`src/fault_ext_defines.vh`:
```
// register offsets, field positions, reset values and commands of the fault status block
`ifndef FAULT_EXT_DEFINES_VH
`define FAULT_EXT_DEFINES_VH

// printed offsets are register indices; byte address is index times four
`define IDX_FAULT_E_SOURCE_CONFIG       4'h0
`define IDX_FAULT_A_ACTION_CONFIG       4'h1
`define IDX_FAULT_A_INPUT_CONDITIONING  4'h2
`define IDX_FAULT_B_ACTION_CONFIG       4'h3
`define IDX_FAULT_B_INPUT_CONDITIONING  4'h4
`define IDX_FAULT_STATE_STATUS          4'h5
`define IDX_FAULT_CLEAR_COMMANDS        4'h6
`define IDX_FAULT_SET_COMMANDS          4'h7
`define IDX_RAMP_MODE_CONFIG            4'h8

// fault_b_input_conditioning fields
`define QUALIFY_BIT      0
`define BLANKING_BIT     1
`define FILTER_BIT       2
// action config: software mode bit and halt field
`define SOFT_MODE_BIT    7
`define HALT_LSB         5
`define HALT_SW          2'h2

// status fields
`define E_LIVE_BIT       0
`define A_LIVE_BIT       1
`define B_LIVE_BIT       2
`define CYCLE_IDX_BIT    3
`define E_STATE_BIT      5
`define A_STATE_BIT      6
`define B_STATE_BIT      7

// clear and set command fields
`define E_CLR_BIT        5
`define A_CLR_BIT        6
`define B_CLR_BIT        7
`define E_FORCE_BIT      5
`define A_FORCE_BIT      6
`define B_FORCE_BIT      7
`define IDX_CMD_LSB      3

// cycle index commands
`define IDX_CMD_TOGGLE   2'h0
`define IDX_CMD_SET      2'h1
`define IDX_CMD_CLEAR    2'h2
`define IDX_CMD_HOLD     2'h3

// ramp mode values in the ramp mode register
`define RAMP_SINGLE      1'b0
`define RAMP_DUAL        1'b1

`define REG_RESET        8'h00
`define RESP_OKAY        2'h0
`define RESP_SLVERR      2'h2

`endif

```
`src/fault_extension_status_control.v`:
```
// fault extension status, clear and set registers behind an AXI4-Lite slave
//
// Function
// - filter select picks filtered channel as fault B source.
// - blanking bit enables input blanking on fault B.
// - qualify bit enables fault B qualification, else bypassed.
// - fault B state set on condition, cleared when fault A action done.
// - fault A state set on condition, cleared when fault B action done.
// - fault E state set on condition, cleared when its action completes.
// - cycle index reads zero in cycle A, one in B, zero in single ramp.
// - live A and B flags follow their fault conditions through the two-flop synchroniser.
// - live E flag high while condition present, low when gone.
// - state-B clear clears state once live B low; releases software halt.
// - state-A clear clears state once live A low; releases software halt.
// - state-E clear clears state once live E low; counter resumes.
// - latched B flag set on event in software mode; write one clears.
// - latched A flag set on event in software mode; write one clears.
// - latched E flag set on every E event; write one clears.
// - software force bits force a fault, self-clear next cycle.
// - index command 00 toggle, 01 force B, 10 force A, 11 hold.
// - index command acts at counter update, then self-clears.
// - fault B detection in software mode sets counter error flag.
//
// The AXI4-Lite slave port was chosen for this implementation.
`timescale 1ns/100ps
`include "fault_ext_defines.vh"

module fault_extension_status_control (
  input  wire        aclk,
  input  wire        aresetn,
  input  wire [5:0]  s_axi_awaddr,
  input  wire        s_axi_awvalid,
  output wire        s_axi_awready,
  input  wire [31:0] s_axi_wdata,
  input  wire [3:0]  s_axi_wstrb,
  input  wire        s_axi_wvalid,
  output wire        s_axi_wready,
  output reg  [1:0]  s_axi_bresp,
  output reg         s_axi_bvalid,
  input  wire        s_axi_bready,
  input  wire [5:0]  s_axi_araddr,
  input  wire        s_axi_arvalid,
  output wire        s_axi_arready,
  output reg  [31:0] s_axi_rdata,
  output reg  [1:0]  s_axi_rresp,
  output reg         s_axi_rvalid,
  input  wire        s_axi_rready,
  input  wire        chan_raw,
  input  wire        chan_filtered,
  input  wire        fault_a_cond,
  input  wire        fault_e_cond,
  input  wire        fault_a_action_done,
  input  wire        fault_b_action_done,
  input  wire        fault_e_action_done,
  input  wire        timer_update,
  output wire        fault_b_source,
  output wire        fault_b_blank_en,
  output wire        fault_b_qualify_en,
  input  wire        fault_b_cond,
  output reg         first_fault_force,
  output reg         second_fault_force,
  output reg         external_fault_force,
  output reg         first_halt_release,
  output reg         second_halt_release,
  output reg         timer_resume,
  output reg         timer_error_set,
  output wire        cycle_index_bit
);

  reg  [7:0] e_cfg_ff;
  reg  [7:0] a_cfg_ff;
  reg  [7:0] a_cond_cfg_ff;
  reg  [7:0] b_cfg_ff;
  reg  [7:0] b_cond_cfg_ff;
  reg        ramp_mode_ff;
  reg  [2:0] live_s1_ff;
  reg  [2:0] live_s2_ff;
  reg  [2:0] live_d_ff;
  reg        first_fault_state_ff;
  reg        second_fault_state_ff;
  reg        external_fault_state_ff;
  reg        first_clr_pend_ff;
  reg        second_clr_pend_ff;
  reg        ext_clr_pend_ff;
  reg        first_latched_ff;
  reg        second_latched_ff;
  reg        external_latched_ff;
  reg  [1:0] cycle_index_command_ff;
  reg        idx_ff;
  reg  [3:0] wr_idx_ff;
  reg  [7:0] wr_data_ff;
  reg        aw_held_ff;
  reg        w_held_ff;
  reg        wr_strb_ff;

  wire       first_fault_live_flag;
  wire       second_fault_live_flag;
  wire       external_fault_live_flag;
  wire       first_evt;
  wire       second_evt;
  wire       external_evt;
  wire       wr_go;
  wire [3:0] wr_idx;
  wire [7:0] wr_data;
  wire       wr_ok;
  wire       clr_wr;
  wire       set_wr;
  wire [3:0] rd_idx;
  wire [7:0] status_byte;
  reg  [7:0] rd_byte;
  reg        nxt_idx;

  // fault B source conditioning selections
  assign fault_b_source     = b_cond_cfg_ff[`FILTER_BIT] ?
                              chan_filtered : chan_raw;
  assign fault_b_blank_en   = b_cond_cfg_ff[`BLANKING_BIT];
  assign fault_b_qualify_en = b_cond_cfg_ff[`QUALIFY_BIT];

  // conditions come from asynchronous sources, so two flops before use
  always @(posedge aclk) begin
    if (!aresetn) begin
      live_s1_ff <= 3'h0;
      live_s2_ff <= 3'h0;
      live_d_ff  <= 3'h0;
    end else begin
      live_s1_ff <= {fault_b_cond, fault_a_cond, fault_e_cond};
      live_s2_ff <= live_s1_ff;
      live_d_ff  <= live_s2_ff;
    end
  end

  // a software force counts as a one-cycle fault condition
  assign external_fault_live_flag = live_s2_ff[0] | external_fault_force;
  assign first_fault_live_flag    = live_s2_ff[1] | first_fault_force;
  assign second_fault_live_flag   = live_s2_ff[2] | second_fault_force;
  assign external_evt = (live_s2_ff[0] & ~live_d_ff[0]) | external_fault_force;
  assign first_evt    = (live_s2_ff[1] & ~live_d_ff[1]) | first_fault_force;
  assign second_evt   = (live_s2_ff[2] & ~live_d_ff[2]) | second_fault_force;

  // AXI4-Lite write: address and data taken in either order
  assign s_axi_awready = ~aw_held_ff & ~s_axi_bvalid;
  assign s_axi_wready  = ~w_held_ff & ~s_axi_bvalid;
  assign wr_go   = (aw_held_ff | (s_axi_awvalid & s_axi_awready)) &
                   (w_held_ff | (s_axi_wvalid & s_axi_wready));
  assign wr_idx  = aw_held_ff ? wr_idx_ff : s_axi_awaddr[5:2];
  assign wr_data = w_held_ff ? wr_data_ff : s_axi_wdata[7:0];
  assign wr_ok   = wr_go & (w_held_ff ? wr_strb_ff : s_axi_wstrb[0]);
  assign clr_wr  = wr_ok & (wr_idx == `IDX_FAULT_CLEAR_COMMANDS);
  assign set_wr  = wr_ok & (wr_idx == `IDX_FAULT_SET_COMMANDS);

  always @(posedge aclk) begin
    if (!aresetn) begin
      aw_held_ff   <= 1'b0;
      w_held_ff    <= 1'b0;
      wr_idx_ff    <= 4'h0;
      wr_data_ff   <= `REG_RESET;
      wr_strb_ff   <= 1'b0;
      s_axi_bvalid <= 1'b0;
      s_axi_bresp  <= `RESP_OKAY;
    end else begin
      if (wr_go) begin
        aw_held_ff   <= 1'b0;
        w_held_ff    <= 1'b0;
        s_axi_bvalid <= 1'b1;
        s_axi_bresp  <= (wr_idx > `IDX_RAMP_MODE_CONFIG) ?
                        `RESP_SLVERR : `RESP_OKAY;
      end else begin
        if (s_axi_awvalid & s_axi_awready) begin
          aw_held_ff <= 1'b1;
          wr_idx_ff  <= s_axi_awaddr[5:2];
        end
        if (s_axi_wvalid & s_axi_wready) begin
          w_held_ff  <= 1'b1;
          wr_data_ff <= s_axi_wdata[7:0];
          wr_strb_ff <= s_axi_wstrb[0];
        end
        if (s_axi_bvalid & s_axi_bready) begin
          s_axi_bvalid <= 1'b0;
        end
      end
    end
  end

  // configuration registers; status is read-only
  always @(posedge aclk) begin
    if (!aresetn) begin
      e_cfg_ff      <= `REG_RESET;
      a_cfg_ff      <= `REG_RESET;
      a_cond_cfg_ff <= `REG_RESET;
      b_cfg_ff      <= `REG_RESET;
      b_cond_cfg_ff <= `REG_RESET;
      ramp_mode_ff  <= `RAMP_SINGLE;
    end else if (wr_ok) begin
      case (wr_idx)
        `IDX_FAULT_E_SOURCE_CONFIG:      e_cfg_ff      <= wr_data;
        `IDX_FAULT_A_ACTION_CONFIG:      a_cfg_ff      <= wr_data;
        // reserved bits held at zero
        `IDX_FAULT_A_INPUT_CONDITIONING: a_cond_cfg_ff <= wr_data & 8'h27;
        `IDX_FAULT_B_ACTION_CONFIG:      b_cfg_ff      <= wr_data & 8'hFB;
        `IDX_FAULT_B_INPUT_CONDITIONING: b_cond_cfg_ff <= wr_data & 8'h27;
        `IDX_RAMP_MODE_CONFIG:           ramp_mode_ff  <= wr_data[0];
        default: ;
      endcase
    end
  end

  // fault states: set wins over hardware or software clear
  always @(posedge aclk) begin
    if (!aresetn) begin
      first_fault_state_ff    <= 1'b0;
      second_fault_state_ff   <= 1'b0;
      external_fault_state_ff <= 1'b0;
      first_clr_pend_ff       <= 1'b0;
      second_clr_pend_ff      <= 1'b0;
      ext_clr_pend_ff         <= 1'b0;
      first_halt_release      <= 1'b0;
      second_halt_release     <= 1'b0;
      timer_resume            <= 1'b0;
    end else begin
      // a clear command waits for the live flag to drop
      first_clr_pend_ff  <= (first_clr_pend_ff | (clr_wr &
                            wr_data[`A_CLR_BIT])) & first_fault_live_flag;
      second_clr_pend_ff <= (second_clr_pend_ff | (clr_wr &
                            wr_data[`B_CLR_BIT])) & second_fault_live_flag;
      ext_clr_pend_ff    <= (ext_clr_pend_ff | (clr_wr &
                            wr_data[`E_CLR_BIT])) & external_fault_live_flag;
      first_halt_release  <= 1'b0;
      second_halt_release <= 1'b0;
      timer_resume        <= 1'b0;
      if (first_fault_live_flag)
        first_fault_state_ff <= 1'b1;
      else if (fault_b_action_done)
        first_fault_state_ff <= 1'b0;
      else if ((first_clr_pend_ff | (clr_wr & wr_data[`A_CLR_BIT]))) begin
        first_fault_state_ff <= 1'b0;
        first_halt_release   <= (a_cfg_ff[6:5] == `HALT_SW);
      end
      if (second_fault_live_flag)
        second_fault_state_ff <= 1'b1;
      else if (fault_a_action_done)
        second_fault_state_ff <= 1'b0;
      else if ((second_clr_pend_ff | (clr_wr & wr_data[`B_CLR_BIT]))) begin
        second_fault_state_ff <= 1'b0;
        second_halt_release   <= (b_cfg_ff[6:5] == `HALT_SW);
      end
      if (external_fault_live_flag)
        external_fault_state_ff <= 1'b1;
      else if (fault_e_action_done)
        external_fault_state_ff <= 1'b0;
      else if ((ext_clr_pend_ff | (clr_wr & wr_data[`E_CLR_BIT]))) begin
        // resumes from last count; a restart beforehand is software's job
        external_fault_state_ff <= 1'b0;
        timer_resume            <= 1'b1;
      end
    end
  end

  // latched flags, write one to clear, event wins
  always @(posedge aclk) begin
    if (!aresetn) begin
      first_latched_ff    <= 1'b0;
      second_latched_ff   <= 1'b0;
      external_latched_ff <= 1'b0;
      timer_error_set     <= 1'b0;
    end else begin
      second_latched_ff <= (second_evt & b_cfg_ff[`SOFT_MODE_BIT]) |
                           (second_latched_ff &
                            ~(clr_wr & wr_data[`B_LIVE_BIT]));
      first_latched_ff  <= (first_evt & a_cfg_ff[`SOFT_MODE_BIT]) |
                           (first_latched_ff &
                            ~(clr_wr & wr_data[`A_LIVE_BIT]));
      external_latched_ff <= external_evt |
                             (external_latched_ff &
                              ~(clr_wr & wr_data[`E_LIVE_BIT]));
      timer_error_set <= second_evt & b_cfg_ff[`SOFT_MODE_BIT];
    end
  end

  // software force bits last one cycle; index command waits for update
  always @(posedge aclk) begin
    if (!aresetn) begin
      first_fault_force      <= 1'b0;
      second_fault_force     <= 1'b0;
      external_fault_force   <= 1'b0;
      cycle_index_command_ff <= `IDX_CMD_TOGGLE;
      idx_ff                 <= 1'b0;
    end else begin
      first_fault_force    <= set_wr & wr_data[`A_FORCE_BIT];
      second_fault_force   <= set_wr & wr_data[`B_FORCE_BIT];
      external_fault_force <= set_wr & wr_data[`E_FORCE_BIT];
      idx_ff <= nxt_idx;
      if (timer_update)
        cycle_index_command_ff <= `IDX_CMD_TOGGLE;
      else if (set_wr)
        cycle_index_command_ff <= wr_data[`IDX_CMD_LSB+1:`IDX_CMD_LSB];
    end
  end

  always @* begin
    nxt_idx = idx_ff;
    if (ramp_mode_ff != `RAMP_DUAL) begin
      nxt_idx = 1'b0;
    end else if (timer_update) begin
      case (cycle_index_command_ff)
        `IDX_CMD_TOGGLE: nxt_idx = ~idx_ff;
        `IDX_CMD_SET:    nxt_idx = 1'b1;
        `IDX_CMD_CLEAR:  nxt_idx = 1'b0;
        `IDX_CMD_HOLD:   nxt_idx = idx_ff;
        default:         nxt_idx = idx_ff;
      endcase
    end
  end

  assign cycle_index_bit = idx_ff;
  assign status_byte = {second_fault_state_ff, first_fault_state_ff,
                        external_fault_state_ff, 1'b0, idx_ff,
                        second_fault_live_flag, first_fault_live_flag,
                        external_fault_live_flag};

  // AXI4-Lite read: one outstanding read at a time
  assign s_axi_arready = ~s_axi_rvalid;
  assign rd_idx = s_axi_araddr[5:2];

  always @* begin
    case (rd_idx)
      `IDX_FAULT_E_SOURCE_CONFIG:      rd_byte = e_cfg_ff;
      `IDX_FAULT_A_ACTION_CONFIG:      rd_byte = a_cfg_ff;
      `IDX_FAULT_A_INPUT_CONDITIONING: rd_byte = a_cond_cfg_ff;
      `IDX_FAULT_B_ACTION_CONFIG:      rd_byte = b_cfg_ff;
      `IDX_FAULT_B_INPUT_CONDITIONING: rd_byte = b_cond_cfg_ff;
      `IDX_FAULT_STATE_STATUS:         rd_byte = status_byte;
      `IDX_FAULT_CLEAR_COMMANDS:       rd_byte = {5'h00, second_latched_ff,
                                         first_latched_ff,
                                         external_latched_ff};
      `IDX_FAULT_SET_COMMANDS:         rd_byte = {second_fault_force,
                                          first_fault_force,
                                          external_fault_force,
                                          cycle_index_command_ff, 3'h0};
      `IDX_RAMP_MODE_CONFIG:           rd_byte = {7'h00, ramp_mode_ff};
      default:                         rd_byte = 8'h00;
    endcase
  end

  always @(posedge aclk) begin
    if (!aresetn) begin
      s_axi_rvalid <= 1'b0;
      s_axi_rdata  <= 32'h00000000;
      s_axi_rresp  <= `RESP_OKAY;
    end else if (s_axi_arvalid & s_axi_arready) begin
      s_axi_rvalid <= 1'b1;
      s_axi_rdata  <= {24'h000000, rd_byte};
      s_axi_rresp  <= (rd_idx > `IDX_RAMP_MODE_CONFIG) ?
                      `RESP_SLVERR : `RESP_OKAY;
    end else if (s_axi_rready) begin
      s_axi_rvalid <= 1'b0;
    end
  end

endmodule

```
`config.mk`:
```
export PLATFORM = sky130hd
export DESIGN_NAME = fault_extension_status_control
export DESIGN_NICKNAME = d
export VERILOG_FILES = /design/src/fault_extension_status_control.v
export VERILOG_INCLUDE_DIRS = /design/src
export SDC_FILE = /design/constraint.sdc
export NUM_CORES = 1
export LEC_CHECK = 0
export ABC_CLOCK_PERIOD_IN_PS = 2400
export BUFFER_PORTS_ARGS = -buffer_cell sky130_fd_sc_hd__buf_2
export CORE_MARGIN = 3
export CORE_UTILIZATION = 50
export CTS_CLUSTER_DIAMETER = 150
export DETAILED_ROUTE_END_ITERATION = 6
export PLACE_DENSITY = 0.77
export SKIP_CTS_REPAIR_TIMING = 1
export SYNTH_ARGS = -nofsm -noshare
export SYNTH_HDL_FRONTEND = slang
export SYNTH_SLANG_ARGS = --single-unit
```
`constraint.sdc`:
```
create_clock -name aclk -period 2.4 [get_ports aclk]
set_clock_uncertainty 0.1 [all_clocks]
set_input_delay 0.12 -clock aclk [delete_from_list [all_inputs] [get_ports aclk]]
set_output_delay 0.12 -clock aclk [all_outputs]
set_load 0.02 [all_outputs]
```
After elaboration in Yosys (flattened, before gate mapping)
Index checks and enable logic that the tools add are counted.
- latch bits: 0
- bits in writable memories: 0
- bits in read-only memories: 0
- memories kept: 0
- logic and storage cells: 164
- flip-flop bits (word level): 89
- output and inout port bits: 52
- $mul: 0
- bitwise logic cells: 60
- muxes and demuxes: 22
- equal/unequal tests: 20
- shifts and indexed selects: 0
- $lt $le $gt $ge: 2
- $add $sub $neg: 0
- divide/modulo/power cells: 0
- reductions and logical operators: 23
- operators by type and width (operator ; number):
    $pmux 8 s9 ; 1
    $and 1x1->1 ; 30
    $eq 4x3->1 const B ; 7
    $reduce_and 2->1 ; 10
    $eq 4x2->1 const B ; 4
    $mux 1 ; 16
    $not 1->1 ; 16
    $or 1x1->1 ; 14
    $reduce_bool 3->1 ; 3
    $eq 2x2->1 const B ; 4
    $eq 4x1->1 const B ; 2
    $eq 4x4->1 const B ; 2
    $gt 4x4->1 const B ; 2
    $logic_not 4->1 ; 2
    $mux 8 ; 1
    $reduce_or 4->1 ; 2
    $mux 2 ; 2
    $mux 4 ; 1
    $reduce_bool 2->1 ; 2
    $reduce_or 2->1 ; 2
    $pmux 1 s3 ; 1
    $reduce_or 3->1 ; 1
    $eq 2x1->1 const B ; 1
    $logic_not 2->1 ; 1

Depth between registers and ports, before layout
- depth in word-level cells: 12
- gate-level depth with buffers: 6

Worst setup path after synthesis
No wires, ideal clock.
- path kind: register -> register
- start point: reg s_axi_bvalid
- end point: reg first_fault_state_ff
- data arrival time: 1.529 ns
- setup time: 0.117 ns
- stages on the path, launching flop included: 6
- data required time: 2.183 ns
- clock period less this slack: 1.747 ns
- path buffers: 1
- path slack: 0.653 ns
- cells stage by stage: dfxtp_1 > nor2b_2 > o221a_2 > clkbuf_1 > a31oi_1 > a32o_1
- cells in the longest elaborated chain, start to end: 10
- RTL lines (what ; RTL line ; text):
    from (decl) ; fault_extension_status_control.v:39 ; output reg s_axi_bvalid,
    from (signal assigned) ; fault_extension_status_control.v:158 ; s_axi_bvalid <= 1'b0;
    from (signal assigned) ; fault_extension_status_control.v:164 ; s_axi_bvalid <= 1'b1;
    from (signal assigned) ; fault_extension_status_control.v:178 ; s_axi_bvalid <= 1'b0;
    $not 1->1 (*) ; fault_extension_status_control.v:141, fault_extension_status_control.v:142 ;
    $and 1x1->1, on equally long branches ; fault_extension_status_control.v:141, fault_extension_status_control.v:142 ;
    $and 1x1->1, on equally long branches ; fault_extension_status_control.v:143, fault_extension_status_control.v:144 ;
    $or 1x1->1, on equally long branches ; fault_extension_status_control.v:143, fault_extension_status_control.v:144 ;
    $and 1x1->1 (*) ; fault_extension_status_control.v:143 ; assign wr_go = (aw_held_ff | (s_axi_awvalid & s_axi_awready)) &
    $and 1x1->1 (*) ; fault_extension_status_control.v:147 ; assign wr_ok = wr_go & (w_held_ff ? wr_strb_ff : s_axi_wstrb[0]);
    $and 1x1->1 (*) ; fault_extension_status_control.v:148 ; assign clr_wr = wr_ok & (wr_idx == `IDX_FAULT_CLEAR_COMMANDS);
    $and 1x1->1 (*) ; fault_extension_status_control.v:234 ; else if ((first_clr_pend_ff | (clr_wr & wr_data[`A_CLR_BIT]))) begin
    $or 1x1->1 (*) ; fault_extension_status_control.v:234 ;
    $reduce_bool 3->1 (no source line) (*) ; n/a ;
    to (signal assigned) ; fault_extension_status_control.v:231 ; first_fault_state_ff <= 1'b1;
    to (signal assigned) ; fault_extension_status_control.v:233 ; first_fault_state_ff <= 1'b0;
    to (signal assigned) ; fault_extension_status_control.v:235 ; first_fault_state_ff <= 1'b0;
    to (decl) ; fault_extension_status_control.v:79 ; reg first_fault_state_ff;
Mark *: on every way between the ends. The rest lies on a longest branch, timed or not.
A chain may end at the register's enable or synchronous reset.

Worst setup path after layout
- start point: reg aw_held_ff
- end point: reg external_fault_force
- cells in the longest elaborated chain, start to end: 8
- RTL lines (what ; RTL line ; text):
    from (decl) ; fault_extension_status_control.v:92 ; reg aw_held_ff;
    from (signal assigned) ; fault_extension_status_control.v:153 ; aw_held_ff <= 1'b0;
    from (signal assigned) ; fault_extension_status_control.v:162 ; aw_held_ff <= 1'b0;
    from (signal assigned) ; fault_extension_status_control.v:169 ; aw_held_ff <= 1'b1;
    $not 1->1 ; fault_extension_status_control.v:141 ; assign s_axi_awready = ~aw_held_ff & ~s_axi_bvalid;
    $and 1x1->1 ; fault_extension_status_control.v:141 ;
    $and 1x1->1 ; fault_extension_status_control.v:143 ;
    $or 1x1->1 ; fault_extension_status_control.v:143 ;
    $and 1x1->1 ; fault_extension_status_control.v:143 ;
    $and 1x1->1 ; fault_extension_status_control.v:147 ;
    $and 1x1->1 (*) ; fault_extension_status_control.v:149 ; assign set_wr = wr_ok & (wr_idx == `IDX_FAULT_SET_COMMANDS);
    $and 1x1->1 (*) ; fault_extension_status_control.v:290 ; external_fault_force <= set_wr & wr_data[`E_FORCE_BIT];
    to (signal assigned) ; fault_extension_status_control.v:290 ;
    to (decl) ; fault_extension_status_control.v:62 ; output reg external_fault_force,
Marked as above.

==> metrics.md <==
| Metric | Value |
|---|---|
| Worst path top cell family by delay | simple AND/OR/NAND/NOR gates |
| Part of the Yosys area used for sequential elements | 0.414 |
| Worst R2R Path Depth | 4 |
| Reg-to-reg startpoint | aw_held_ff |
| CP Capture Type | flop |
| WHS | -0.0161 ns |
| CP Max Fanout | 21 |
| Met1 usage | 0.255 |
| Hold Violations, Final | 1 |
| Clock buffer count from CTS | 9 |
| Max incr delay on CP | about 0.8 ns |
| Post-synth EDFFs | 0 |
| Post-route cell area | a little under 5000 µm² |
| Vias in the first global route | 3141 |
| Main synth FF type | dfxtp_1 |
| Avg Synthesized Cell Area | 9.63 µm² |
| Clock buffer depth | 2 |
| Drt pass-1 iters | 5 |
| Final net count | around 580 |
| Worst-Margin Slew | 0.726 ns |
| Post-Synthesis Cell Area | 4210 µm² |
| Drt total wl | between 9000 and 10000 µm |
| Worst Min Path Start | s_axi_awaddr[5] |
| FF-to-FF End | external_fault_force |
| Core area | a little under 8000 µm² |
| IO buf count | just under 60 |
| Reg2Reg Setup Slack | ~0.21 ns |
| PD cells | ~600 nW/µm² |
| Clock Pin Slew Worst Setup and Hold Paths | 0.08 ns |
| Root Driver | clkbuf_8 |
| Final setup vio count | 0 |
| Yosys cell types | 58 |
| Crit path time final | ~2.2 ns |
| P_leak | between 2 and 2.5 nW |
| Hold path cells | 3 |
| Final WS setup | about 0.21 ns |
| Synth async-reset ratio | 0 |
| Ys Warns | 0 |
| Die W | approximately 100 µm |
| RSZ-0062 raised after global routing | false |
| CP required | between 2 and 3 ns |
| Max-cap violations | 0 |
| Setup slack at placement | 0.227 ns |
| Clk sinks | between 80 and 90 |
| Worst slew margin | 0.516 |
| CP Buf/Inv Count | 0 |
| FF+latch count, synth | slightly below 90 |
| Critical path data arrival time | about 2.4 ns |
| Final max-slew violation count | 0 |
| CP max-delay cell | dfxtp_1 |
| Fin util | 0.616 |
| M3 GR Usage | 0.0330 |
| Die Ht | 97.7 µm |
| Row count | 32 |
| CP Launch Type | flop |
| Residual DRC count | 0 |
| Met2 usage | 0.324 |
| Initial antenna violation count | 0 |
| Outcome | complete, but fails checks |
| Placed insts | ~580 |
| WL/cell | 15.3 µm |
| Clock Latency Late Sink | ~0.35 ns |
| Post-Synthesis Cells | between 400 and 500 |
| WHS Endpoint | wr_idx_ff[3] |
| GRT Util Overall | 0.199 |
| Total grt overflow | 0 |
| Hold crit path type | input port to flop |
| Antenna-violating nets left | 0 |
| Placed inst area | approximately 4500 µm² |
| Failing checks | hold timing |
| Vias post-DR | ~3.4k |
| Period Utilization, post-route | 0.911 |
| Vias per inst | roughly 5.4 |
| Antenna Cells | 0 |
| Peak supply drop | about 340 µV |
| CTS tree | done |
| Global-route wire length before repair | 15400 µm |
| Post-route setup TNS | 0 ns |
| Share of cells above drive strength 1 | 0.207 |
| Starting density of the core | 0.531 |
| IO Pins | ~120 |
| Highest clock rate | approximately 0.46 GHz |
| Number of fill cells | slightly above 700 |
| Crit Path Class | flop to flop |
| Largest net degree at the start of global routing | 38 |
| H-Tree Depth | 3 |
| GPL Wtd Cong | 0.824 |
| Die area | 9550 µm² |
| DR iter-0 viols | just under 200 |
| Grt peak-use layer | met2 |
| Worst-path cell chain | nand3b_1 > a22oi_1 > and2_1 > and3_1 |
| Area grow syn2layout | 16.1% |
| Total power | just under 3 mW |
| Final HPWL DP | between 6000 and 7000 µm |
| Fin cells | around 620 |
==> cell type report <==
class | count | area [µm²] | share of cell area
Clock buffer | 13 | 149 | 0.0305
Clock inverter | 3 | 42.5 | 0.00871
Inverter | 7 | 26.3 | 0.00538
Multi-Input combinational cell | 317 | 2220 | 0.455
Sequential cell | 87 | 1740 | 0.357
Tap cell | 102 | 128 | 0.0261
Timing Repair Buffer | 89 | 573 | 0.117
==> worst min-delay path: cells and delay by family <==
kind / cells / cell delay, ns
buffers and inverters: 1 / 0.11
muxes: 1 / 0.07
and+or+nand+nor: 1 / 0.09
==> placed cells by master, fill, tap and decap left out, types with 3 or more instances in the layout <==
cell type / count
dfxtp_1: 87
conb_1: 26
o211a_1: 4
nand2b_1: 8
a31oi_1: 6
buf_4: 11
dlygate4sd3_1: 20
nand4_1: 3
and2_1: 10
mux2i_1: 56
a21oi_1: 12
a21boi_0: 3
mux4_2: 3
and3_1: 7
nor3_1: 9
mux2_2: 7
o21ai_0: 7
a211oi_1: 3
nand2_1: 49
buf_2: 58
nand3b_1: 6
nand3_1: 10
nor3b_1: 3
clkbuf_8: 10
nor2_1: 19
nor2b_1: 22
inv_1: 7
clkbuf_1: 3
==> cells in the mapped netlist, types with 6 or more instances <==
master | n | share of area
a31oi_1 | 6 | 0.0089
nand2_1 | 49 | 0.044
dfxtp_1 | 87 | 0.41
nor2b_1 | 22 | 0.033
nand2b_1 | 8 | 0.012
and2_1 | 10 | 0.015
mux2i_1 | 56 | 0.13
o21ai_0 | 7 | 0.0083
inv_1 | 7 | 0.0062
nand3b_1 | 6 | 0.011
mux2_2 | 7 | 0.019
and3_1 | 7 | 0.010
buf_2 | 8 | 0.0095
clkbuf_1 | 15 | 0.013
nor2_1 | 19 | 0.017
a21oi_1 | 12 | 0.014
nand3_1 | 10 | 0.012
buf_4 | 27 | 0.048
nor3_1 | 9 | 0.011
==> cells by family after synthesis <==
family | synth area share
AO/OA/AOI/OAI | 0.116
adder cells (fa/ha/maj) | 0.00595
buffers and inverters | 0.0800
flip-flops | 0.414
multiplexers | 0.172
other | 0.000891
AND/OR/NAND/NOR | 0.212
==> state kept, by name, summed over array words and instances (netlist names), 2 cells and up <==
signal,cells
live_s1_ff,3
b_cond_cfg_ff,4
live_d_ff,3
a_cfg_ff,8
live_s2_ff,3
b_cfg_ff,7
a_cond_cfg_ff,4
cycle_index_command_ff,2
s_axi_rdata,8
e_cfg_ff,8
wr_data_ff,8
wr_idx_ff,4
==> report_power, final <==
part	total (mW)	internal [mW]	switching (mW)	leakage [nW]
Sequential	1.51	1.48	0.0339	0.705
Combinational	0.428	0.167	0.261	1.23
Clock	1.00	0.510	0.493	0.0936
Total	2.94	2.16	0.788	2.03
==> how the worst max path moves through the flow <==
stage / startpoint / endpoint / slack [ns] / cells past startpoint
final: aw_held_ff / external_fault_force / 0.21 / 4
after global routing: aw_held_ff / second_fault_force / 0.04 / 4
after CTS: aw_held_ff / second_fault_force / 0.22 / 4
after detailed placement: aw_held_ff / first_fault_state_ff / 0.23 / 4
after global placement: aw_held_ff / external_fault_force / 0.32 / 4
after floorplan: s_axi_bvalid / first_fault_state_ff / 0.65 / 5
==> metal layers <==
metal	wire length, µm	up-vias
met2	4620	97
li1	-	1641
met1	4140	1606
met3	454	16
met4	240	0
met5	0	-
Power figures use the tool's default switching activity.
